<file path="src/wdsl_defines.svh">
// register map, field positions, reset values and timing counts of the watchdog/sleep block
`ifndef WDSL_DEFINES_SVH
`define WDSL_DEFINES_SVH

// apb byte offsets
`define WDSL_OFS_OPTION 8'h00
`define WDSL_OFS_CONFIG 8'h04
`define WDSL_OFS_STATUS 8'h08

// option register fields
`define WDSL_OPT_RESET 8'hFF
`define WDSL_OPT_PSA_BIT 3
`define WDSL_OPT_PS_LSB 0

// configuration word fields
`define WDSL_CFG_WATCHDOG_FUSE_ENABLE_BIT 3
`define WDSL_CFG_FOSC_LSB 0

// status register fields
`define WDSL_ST_TO_BIT 0
`define WDSL_ST_PD_BIT 1
`define WDSL_ST_PEND_BIT 2
`define WDSL_ST_OSC_BIT 3
`define WDSL_ST_STATE_LSB 4

// interrupt sources able to wake without an on-chip clock
`define WDSL_WAKE_MASK 8'h7B
`define WDSL_IRQ_VECTOR 13'h0004

// timing
`define WDSL_CLK_NS 100
`define WDSL_WDT_TIMEOUT_NS 18000000
`define WDSL_WDT_OSC_NS 31250
`define WDSL_OST_PERIODS 1024

`endif

</file>
<file path="src/wdsl_pkg.sv">
// types shared by the watchdog/sleep block and its users
package wdsl_pkg;

  // gray along awake -> asleep -> oscillator start-up; start-up -> awake changes both bits
  typedef enum logic [1:0] {
    WDSL_AWAKE = 2'b00,
    WDSL_ASLEEP = 2'b01,
    WDSL_OST_WAIT = 2'b11
  } wdsl_state_e;

  typedef enum logic [2:0] {
    WDSL_FOSC_LP = 3'h0,
    WDSL_FOSC_XT = 3'h1,
    WDSL_FOSC_HS = 3'h2,
    WDSL_FOSC_EC = 3'h3,
    WDSL_FOSC_INTERNAL_RC_MODE_A = 3'h4,
    WDSL_FOSC_INTERNAL_RC_MODE_B = 3'h5,
    WDSL_FOSC_RC_A = 3'h6,
    WDSL_FOSC_RC_B = 3'h7
  } wdsl_fosc_e;

  typedef struct packed {
    logic watchdog_clear_instr;
    logic sleep;
    logic global_irq_enable;
  } wdsl_cpu_req_s;

  typedef struct packed {
    logic [7:0] level;
    logic [7:0] oe;
  } wdsl_io_s;

endpackage

</file>
<file path="src/wdsl_watchdog_sleep.sv">
// watchdog timer, prescaler and sleep entry/wake control with an apb register slave
//
// Notes on behaviour
// - watchdog counts on its own rc oscillator, independent of the system clock
// - expiry while awake raises a full device reset
// - expiry while asleep wakes the device, no reset
// - fuse enable clear keeps the watchdog disabled forever
// - without prescaler the time-out is nominally 18 ms
// - software may assign the shared prescaler, up to 1:128
// - clear and sleep instructions clear watchdog and its owned prescaler
// - every expiry clears the active-low time-out flag
// - crystal modes hold the watchdog clear until 1024 start-up periods end
// - sleep clears watchdog but keeps it counting, oscillator driver off
// - sleep clears power-down flag and sets time-out flag; power-up sets both
// - pins keep their level or high impedance throughout sleep
// - watchdog reset stays internal, master clear pin never driven low
// - master clear wake resets; watchdog or interrupt wake continues
// - enabled interrupts wake regardless of the global enable
// - the next instruction is prefetched while sleep executes
// - interrupt wake runs next instruction, then vectors to 0004h if enabled
// - watchdog is cleared on every watchdog or interrupt wake
// - sleep with an enabled flag already set acts as a no-operation
// - flag set during sleep completes sleep, then wakes at once
// - only clockless interrupt sources can wake the device
// - interrupt flags set on their event whatever the enables
//
// Design decisions made here: the APB interface to the registers and the address map.
`timescale 1ns/1ps
`include "wdsl_defines.svh"

module wdsl_watchdog_sleep
  import wdsl_pkg::*;
#(
  parameter int WDT_OSC_NS = `WDSL_WDT_OSC_NS
) (
  // clock and reset
  input wire logic pclk,
  input wire logic presetn,
  // apb slave
  input wire logic psel,
  input wire logic penable,
  input wire logic pwrite,
  input wire logic [7:0] paddr,
  input wire logic [31:0] pwdata,
  output logic [31:0] prdata,
  output logic pready,
  output logic pslverr,
  // fuses and dedicated watchdog oscillator
  input wire logic [7:0] config_word,
  input wire logic wdt_osc_clk,
  // processor core
  input wire wdsl_cpu_req_s cpu_req,
  input wire logic [7:0] irq_event,
  input wire logic [7:0] irq_flag_clr,
  input wire logic [7:0] irq_enable,
  output logic [7:0] irq_flag,
  output logic wdog_expiry_flag_n,
  output logic sleep_entered_flag_n,
  output logic device_reset,
  output logic wake_pulse,
  output logic vector_req,
  output logic [12:0] vector_addr,
  output logic prefetch_req,
  output logic osc_drive_en,
  // master clear pin
  input wire logic master_clear_pin_i,
  output logic master_clear_pin_o,
  output logic master_clear_pin_oe,
  // i/o port hold
  input wire wdsl_io_s io_in,
  output wdsl_io_s io_out
);

  localparam int WDT_TICKS_I = `WDSL_WDT_TIMEOUT_NS / WDT_OSC_NS;
  localparam logic [9:0] WDT_LAST = 10'(WDT_TICKS_I - 1);
  localparam logic [10:0] OST_LAST = 11'(`WDSL_OST_PERIODS - 1);

  function automatic logic reg_hit(input logic [7:0] addr, input logic [7:0] ofs);
    reg_hit = (addr == ofs);
  endfunction

  function automatic logic [6:0] ratio_mask(input logic [2:0] n);
    ratio_mask = 7'((8'h01 << n) - 8'h01);
  endfunction

  logic [7:0] option_q;
  logic [31:0] prdata_q;
  logic osc_s1_q, osc_s2_q, osc_s3_q;
  logic [6:0] pre_q;
  logic [9:0] wdt_q;
  logic [10:0] ost_q;
  logic [11:0] ost_chk_q;
  wdsl_state_e st_q;
  logic to_n_q, pd_n_q;
  logic [7:0] flag_q;
  logic reset_q, wake_q, vector_q, prefetch_q, cause_irq_q;
  wdsl_io_s io_q;

  logic wdt_en, prescaler_owner_sel, osc_tick, wdt_step, clr_req, expire;
  logic irq_pend, irq_wake, sleep_go, crystal, wake_go, master_clear_pin_wake;
  logic acc, mapped;
  wdsl_fosc_e fosc;

  assign wdt_en = config_word[`WDSL_CFG_WATCHDOG_FUSE_ENABLE_BIT];
  assign prescaler_owner_sel = option_q[`WDSL_OPT_PSA_BIT];
  assign fosc = wdsl_fosc_e'(config_word[`WDSL_CFG_FOSC_LSB +: 3]);
  assign crystal = (fosc == WDSL_FOSC_LP) || (fosc == WDSL_FOSC_XT) || (fosc == WDSL_FOSC_HS);
  assign irq_pend = |(flag_q & irq_enable);
  assign irq_wake = |(flag_q & irq_enable & `WDSL_WAKE_MASK);
  assign sleep_go = cpu_req.sleep && (st_q == WDSL_AWAKE) && !irq_pend;
  assign master_clear_pin_wake = (st_q == WDSL_ASLEEP) && !master_clear_pin_i;
  assign wake_go = (st_q == WDSL_ASLEEP) && (expire || irq_wake);

  // apb: answer in the first access cycle, read data captured in setup
  assign acc = psel && penable;
  assign mapped = reg_hit(paddr, `WDSL_OFS_OPTION) || reg_hit(paddr, `WDSL_OFS_CONFIG) ||
                  reg_hit(paddr, `WDSL_OFS_STATUS);
  assign pready = 1'b1;
  assign pslverr = acc && !mapped;
  assign prdata = prdata_q;

  always_ff @(posedge pclk or negedge presetn) begin
    if (!presetn) begin
      prdata_q <= 32'h0000_0000;
    end else if (psel && !penable && !pwrite) begin
      if (reg_hit(paddr, `WDSL_OFS_OPTION)) begin
        prdata_q <= {24'h000000, option_q};
      end else if (reg_hit(paddr, `WDSL_OFS_CONFIG)) begin
        prdata_q <= {24'h000000, config_word};
      end else if (reg_hit(paddr, `WDSL_OFS_STATUS)) begin
        prdata_q <= {26'h0000000, st_q, osc_drive_en, irq_pend, pd_n_q, to_n_q};
      end else begin
        prdata_q <= 32'h0000_0000;
      end
    end
  end

  always_ff @(posedge pclk or negedge presetn) begin
    if (!presetn) begin
      option_q <= `WDSL_OPT_RESET;
    end else if (acc && pwrite && reg_hit(paddr, `WDSL_OFS_OPTION)) begin
      option_q <= pwdata[7:0];
    end
  end

  // watchdog oscillator edges are brought into pclk; the rising edge is taken between the second and third stages
  always_ff @(posedge pclk or negedge presetn) begin
    if (!presetn) begin
      osc_s1_q <= 1'b0;
      osc_s2_q <= 1'b0;
      osc_s3_q <= 1'b0;
    end else begin
      osc_s1_q <= wdt_osc_clk;
      osc_s2_q <= osc_s1_q;
      osc_s3_q <= osc_s2_q;
    end
  end
  assign osc_tick = osc_s2_q && !osc_s3_q;

  // clear sources: instruction, sleep, wake, start-up hold, fuse off
  assign clr_req = (cpu_req.watchdog_clear_instr && st_q == WDSL_AWAKE) || sleep_go || wake_go ||
                   (st_q == WDSL_OST_WAIT) || !wdt_en;
  assign wdt_step = osc_tick && (!prescaler_owner_sel ||
                    ((pre_q & ratio_mask(option_q[`WDSL_OPT_PS_LSB +: 3])) ==
                     ratio_mask(option_q[`WDSL_OPT_PS_LSB +: 3])));
  assign expire = wdt_en && wdt_step && (wdt_q == WDT_LAST) && (st_q != WDSL_OST_WAIT);

  // prescaler only advances while the watchdog owns it
  always_ff @(posedge pclk or negedge presetn) begin
    if (!presetn) begin
      pre_q <= 7'h00;
    end else if (!prescaler_owner_sel || clr_req) begin
      pre_q <= 7'h00;
    end else if (osc_tick) begin
      pre_q <= pre_q + 7'h01;
    end
  end

  // keeps counting through sleep: only the oscillator tick drives it
  always_ff @(posedge pclk or negedge presetn) begin
    if (!presetn) begin
      wdt_q <= 10'h000;
    end else if (clr_req || expire) begin
      wdt_q <= 10'h000;
    end else if (wdt_step) begin
      wdt_q <= wdt_q + 10'h001;
    end
  end

  always_ff @(posedge pclk or negedge presetn) begin
    if (!presetn) begin
      st_q <= WDSL_AWAKE;
      ost_q <= 11'h000;
    end else begin
      case (st_q)
        WDSL_AWAKE: begin
          if (sleep_go) begin
            st_q <= WDSL_ASLEEP;
          end
        end
        WDSL_ASLEEP: begin
          ost_q <= 11'h000;
          if (master_clear_pin_wake) begin
            st_q <= WDSL_AWAKE;
          end else if (wake_go) begin
            st_q <= crystal ? WDSL_OST_WAIT : WDSL_AWAKE;
          end
        end
        WDSL_OST_WAIT: begin
          ost_q <= ost_q + 11'h001;
          if (ost_q == OST_LAST || !master_clear_pin_i) begin
            st_q <= WDSL_AWAKE;
          end
        end
        default: begin
          st_q <= WDSL_AWAKE;
        end
      endcase
    end
  end
  assign osc_drive_en = (st_q != WDSL_ASLEEP);

  // status flags: power-up sets both, expiry clears time-out last so it wins
  always_ff @(posedge pclk or negedge presetn) begin
    if (!presetn) begin
      to_n_q <= 1'b1;
      pd_n_q <= 1'b1;
    end else begin
      if (sleep_go) begin
        pd_n_q <= 1'b0;
        to_n_q <= 1'b1;
      end
      if (expire) begin
        to_n_q <= 1'b0;
      end
    end
  end
  assign wdog_expiry_flag_n = to_n_q;
  assign sleep_entered_flag_n = pd_n_q;

  // an event in the cycle of its clear is kept
  always_ff @(posedge pclk or negedge presetn) begin
    if (!presetn) begin
      flag_q <= 8'h00;
    end else begin
      flag_q <= (flag_q & ~irq_flag_clr) | irq_event;
    end
  end
  assign irq_flag = flag_q;

  // reset, wake, vector and prefetch pulses
  always_ff @(posedge pclk or negedge presetn) begin
    if (!presetn) begin
      reset_q <= 1'b0;
      wake_q <= 1'b0;
      vector_q <= 1'b0;
      prefetch_q <= 1'b0;
      cause_irq_q <= 1'b0;
    end else begin
      reset_q <= (expire && st_q == WDSL_AWAKE) || master_clear_pin_wake;
      prefetch_q <= cpu_req.sleep && st_q == WDSL_AWAKE;
      if (wake_go) begin
        cause_irq_q <= irq_wake && !expire;
      end
      // continuation: resume once the clock is back
      if ((wake_go && !crystal) || (st_q == WDSL_OST_WAIT && ost_q == OST_LAST)) begin
        wake_q <= 1'b1;
        vector_q <= cpu_req.global_irq_enable && (wake_go ? (irq_wake && !expire) : cause_irq_q);
      end else begin
        wake_q <= 1'b0;
        vector_q <= 1'b0;
      end
    end
  end
  assign device_reset = reset_q;
  assign wake_pulse = wake_q;
  assign vector_req = vector_q;
  assign vector_addr = `WDSL_IRQ_VECTOR;
  assign prefetch_req = prefetch_q;

  // a watchdog reset never reaches the pin
  assign master_clear_pin_o = 1'b0;
  assign master_clear_pin_oe = 1'b0;

  // pins are frozen from the cycle sleep starts until the wake
  always_ff @(posedge pclk or negedge presetn) begin
    if (!presetn) begin
      io_q <= '0;
    end else if (st_q != WDSL_ASLEEP && !sleep_go) begin
      io_q <= io_in;
    end
  end
  assign io_out = io_q;

  wdt_reset_awake_a: assert property (@(posedge pclk) disable iff (!presetn)
    expire && st_q == WDSL_AWAKE |=> device_reset && !wake_pulse)
    else $error("expiry while awake gave no device reset");

  wdt_wake_sleep_a: assert property (@(posedge pclk) disable iff (!presetn)
    expire && st_q == WDSL_ASLEEP && master_clear_pin_i |=> !device_reset && st_q != WDSL_ASLEEP)
    else $error("expiry in sleep did not wake without reset");

  fuse_off_a: assert property (@(posedge pclk) disable iff (!presetn)
    !wdt_en |=> wdt_q == 10'h000 && !expire)
    else $error("disabled watchdog is counting");

  expiry_flag_a: assert property (@(posedge pclk) disable iff (!presetn)
    expire |=> !wdog_expiry_flag_n)
    else $error("expiry left the time-out flag set");

  sleep_entry_a: assert property (@(posedge pclk) disable iff (!presetn)
    sleep_go |=> !sleep_entered_flag_n && wdog_expiry_flag_n && !osc_drive_en && wdt_q == 10'h000)
    else $error("sleep entry flags or watchdog wrong");

  sleep_nop_a: assert property (@(posedge pclk) disable iff (!presetn)
    cpu_req.sleep && irq_pend && st_q == WDSL_AWAKE && !expire
    |=> $stable(sleep_entered_flag_n) && $stable(wdog_expiry_flag_n) && st_q == WDSL_AWAKE)
    else $error("sleep with pending interrupt was not a no-operation");

  // separate count of the start-up hold, so its bound does not trust the state machine's own counter
  always_ff @(posedge pclk or negedge presetn) begin
    if (!presetn) begin
      ost_chk_q <= 12'h000;
    end else if (st_q == WDSL_OST_WAIT) begin
      ost_chk_q <= ost_chk_q + 12'h001;
    end else begin
      ost_chk_q <= 12'h000;
    end
  end

  ost_hold_a: assert property (@(posedge pclk) disable iff (!presetn)
    st_q == WDSL_OST_WAIT |-> wdt_q == 10'h000 && ost_chk_q < 12'(`WDSL_OST_PERIODS))
    else $error("start-up hold not bounded or watchdog not held");

  irq_wake_a: assert property (@(posedge pclk) disable iff (!presetn)
    st_q == WDSL_ASLEEP && irq_wake |=> st_q != WDSL_ASLEEP)
    else $error("enabled interrupt did not wake");

  io_hold_a: assert property (@(posedge pclk) disable iff (!presetn)
    st_q == WDSL_ASLEEP && $past(st_q) == WDSL_ASLEEP |-> $stable(io_out))
    else $error("pins changed during sleep");

  pin_quiet_a: assert property (@(posedge pclk) disable iff (!presetn)
    device_reset |-> !master_clear_pin_oe)
    else $error("master clear pin driven");

  flag_wins_a: assert property (@(posedge pclk) disable iff (!presetn)
    irq_event[0] && irq_flag_clr[0] |=> irq_flag[0])
    else $error("interrupt event lost against clear");

endmodule

</file>
<file path="config.mk">
export PLATFORM = sky130hd
export DESIGN_NAME = wdsl_watchdog_sleep
export DESIGN_NICKNAME = d
export VERILOG_FILES = /design/src/wdsl_pkg.sv /design/src/wdsl_watchdog_sleep.sv
export VERILOG_INCLUDE_DIRS = /design/src
export SDC_FILE = /design/constraint.sdc
export NUM_CORES = 1
export LEC_CHECK = 0
export BUFFER_PORTS_ARGS = -buffer_cell sky130_fd_sc_hd__buf_2
export CORE_ASPECT_RATIO = 1.1
export CORE_MARGIN = 1
export CORE_UTILIZATION = 48
export DETAILED_ROUTE_END_ITERATION = 16
export HOLD_SLACK_MARGIN = 0.05
export PLACE_DENSITY = 0.8
export SLEW_MARGIN = 25
export SYNTH_ARGS = -nofsm -noshare
export SYNTH_HDL_FRONTEND = slang
export SYNTH_SLANG_ARGS = --single-unit
</file>
<file path="constraint.sdc">
create_clock -name pclk -period 2.55 [get_ports pclk]
set_input_delay 0.1275 -clock pclk [delete_from_list [all_inputs] [get_ports pclk]]
set_output_delay 0.1275 -clock pclk [all_outputs]
set_load 0.02 [all_outputs]
</file>
==> impl_results.md <==
* Clk root buf: clkbuf_8
* Die ar. at 0.00907 mm2
* Pwr dens at 494 mW/mm2
* Placed Area at 0.00470 mm2
* FF+latch count, synth at 80
* Wire length per cell at 15.0 um
* Yosys warns at 0
* Final setup violation count at 0
* Max-Cap Viols at 0
* Sequential area share after synthesis at 48.3%
* R2r setup slk at 0.37 ns
* WP data required at 2.77 ns
* Critical Path Start Type: flop
* Cell family with most CP delay: simple AND/OR/NAND/NOR gates
* Final hold viol count at 0
* Max-slew violations at 0
* Actual slew at the worst max-slew pin at 0.706 ns
* Post_cts resized at 0
* Type of the worst min-delay path: input port to flop
* Minimum clock period at 2.18 ns
* Post-CTS Repair Setup Buffers at 0
* Clock sinks at 80
* FP Rows at 35
* RSZ-0062 raised after global routing: false
* Initial Utilization at 49.6%
* Number of global-route vias before repair at 3444
* Post-route cell area at 0.00534 mm2
* Commonest non-fill, non-tap cell in the layout: buf_2
* Largest net degree at the start of global routing at 81
* Num CTS Buffers at 9
* Clock Latency Late Sink at 0.36 ns
* GRT Overall Usage at 23.5%
* Crit-path max FO at 14
* Post-synth EDFFs at 0
* First-pass DRT Iterations at 4
* Area share of the largest cell type after synthesis at 42.0%
* GRT Residual Overflow at 0
* CP Class: flop to flop
* Inst Count DP at 611
* Total negative slack at 0 ns
* CP peak stage delay at 0.59 ns
* CTS Buffer Depth at 2
* CTS tree: done
* GPL Wtd Cong at 0.824
* Die X at 90.9 um
* Syn Inst Count at 396
* Via Count at 3522
* Initial antenna violation count at 0
* Slowest cell on the critical path: nor3_1
* Synth Cell Area at 0.00417 mm2
* Setup crit end kind: flop
* Period utilization at 85.6%
* PortBufs at 113
* Post-synth top area cell: dfrtp_1
* Synth area leaders: dfrtp_1 42%, buf_4 7.4%, mux2_2 6.5%
* CORE AREA at 0.00841 mm2
* Fill count at 685
* Clock-pin slew on the worst setup and hold paths at 0.08 ns
* Routed wire length at 10100 um
* Worst relative slew slack at 52.9%
* Via density per instance at 5.24
* Top FF cell, synth: dfrtp_1
* Number of remaining DRC errors at 0
* Max Clk Rate at 0.458 GHz
* Fraction of layout cells with a size suffix above 1 at 31.7%
* Worst path bufs/invs at 0
* Non-Filler Instances at 672
* Final #Nets at 657
* # diodes at 0
* Crit path cell chain: a21boi_0, nand4_1, nor3_1, a211oi_1
* Initial DRC count at 193
* Post-DP HPWL at 6700 um
* Commonest non-fill, non-tap cells in the layout: 112 x buf_2, 70 x dfrtp_1, 45 x dlygate4sd3_1
* Area delta synth->final at 27.9%
* Die H at 99.8 um
* Setup Skew at 0.00747 ns
* Async SR Flop Fraction at 100%
* Yosys cell types at 57
* CP arrival at 2.40 ns
* Outcome: finished, final reports clean
* P_leak at 2.49 nW
* Peak VDD IR at 0.000381 V
* Post-Syn Area per Cell at 10.5 um2
* I/O pin count at 178
* First-pass GRT wire length at 16700 um
* Post-route ant nets at 0
* H-tree Lvls at 3
[per-layer routing]
| metal | routed length (um) | share of wire [%] | track usage, % |
|---|---|---|---|
| met5 | 0 | 0 | 0 |
| met4 | 148 | 1.5 | 7.57 |
| met1 | 4200 | 42 | 28.6 |
| met3 | 631 | 6.3 | 4.85 |
| met2 | 5110 | 51 | 42.0 |
[power by group]
| part | total [mW] | internal [mW] | switching, mW |
|---|---|---|---|
| Sequential | 1.36 | 1.32 | 0.0333 |
| Combinational | 0.422 | 0.174 | 0.248 |
| Clock | 0.858 | 0.382 | 0.477 |
| Total | 2.64 | 1.88 | 0.758 |
[stage by stage]
stage	setup slack, ns	hold slack (ns)	total power [mW]	util (%)
2_1_floorplan	0.616	-0.168	1.63	-
3_3_place_gp	0.514	0.240	1.72	55.9
3_5_place_dp	0.403	0.238	1.74	55.9
4_1_cts	0.392	0.111	2.65	63.4
5_1_grt	0.220	0.136	2.75	63.5
6_report	0.367	0.126	2.64	63.5
[synth_stat cells (5+ instances only)]
| library cell | count |
|---|---|
| a211oi_1 | 8 |
| a21o_1 | 9 |
| a21oi_1 | 18 |
| a22o_1 | 5 |
| buf_4 | 41 |
| clkbuf_1 | 7 |
| dfrtp_1 | 70 |
| dfstp_2 | 10 |
| inv_1 | 19 |
| mux2_2 | 24 |
| mux2i_1 | 11 |
| nand2_1 | 21 |
| nand3_1 | 14 |
| nand4_1 | 11 |
| nor2_1 | 14 |
| nor2b_1 | 9 |
| nor3_1 | 5 |
| o21ai_0 | 15 |
| o22ai_1 | 5 |
| or3_1 | 6 |
| xor2_1 | 5 |
[area by class of cell]
class                           instances  area (um2)  share of cell area [%]
Clock inverter                          6        42.5                   0.797
Timing Repair Buffer                  164        1070                    20.0
Inverter                               19        71.3                    1.34
Tap cell                              111         139                    2.60
Multi-Input combinational cell        282        1860                    34.9
Sequential cell                        80        2010                    37.7
Clock buffer                           10         138                    2.58
[sequential cells by signal (all words and copies together) (netlist names)]
register              count
cause_irq_q               1
device_reset              1
io_out                   16
irq_flag                  8
option_q                  8
osc_s1_q                  1
osc_s2_q                  1
osc_s3_q                  1
ost_q                    11
prdata                    8
pre_q                     7
prefetch_req              1
sleep_entered_flag_n      1
st_q                      2
vector_req                1
wake_pulse                1
wdog_expiry_flag_n        1
wdt_q                    10
[path summary, 6_finish.rpt]
path | cells past startpoint | from | end
worst max-delay path | 4 | st_q[1]$_DFFE_PN0P_ | vector_req$_DFF_PN0_
worst min-delay path | 3 | config_word[2] | prdata[2]$_DFFE_PN0P_
worst max register to register | 4 | st_q[1]$_DFFE_PN0P_ | vector_req$_DFF_PN0_
worst min register to register | 0 | osc_s1_q$_DFF_PN0_ | osc_s2_q$_DFF_PN0_
max in group asynchronous | 2 | presetn | wdt_q[7]$_DFFE_PN0P_
min in group asynchronous | 2 | presetn | prdata[4]$_DFFE_PN0P_
[cells by family (layout without fill, tap and decap cells)]
group / after synthesis / in the layout / synth area share (%)
flip-flops: 80 / 80 / 48.3
multiplexers: 35 / 35 / 9.12
adder cells (fa/ha/maj): 3 / 3 / 0.900
XOR/XNOR: 9 / 9 / 1.89
buffers and inverters: 72 / 199 / 10.4
AND/OR/NAND/NOR: 106 / 106 / 13.9
other: 2 / 40 / 0.180
AO/OA/AOI/OAI: 89 / 89 / 15.3
[worst min-delay path, cell delays in order]
cell and delay (ns):
buf_2 0.10, a31oi_1 0.07, a21oi_1 0.14
[timing repair]
| action | in CTS | in global routing |
|---|---|---|
| hold buffers | 45 | 0 |
| hold endpoints to repair | 106 | 0 |
| endpoints found under the setup margin | 0 | 0 |
(Power assumes the default switching activity.)
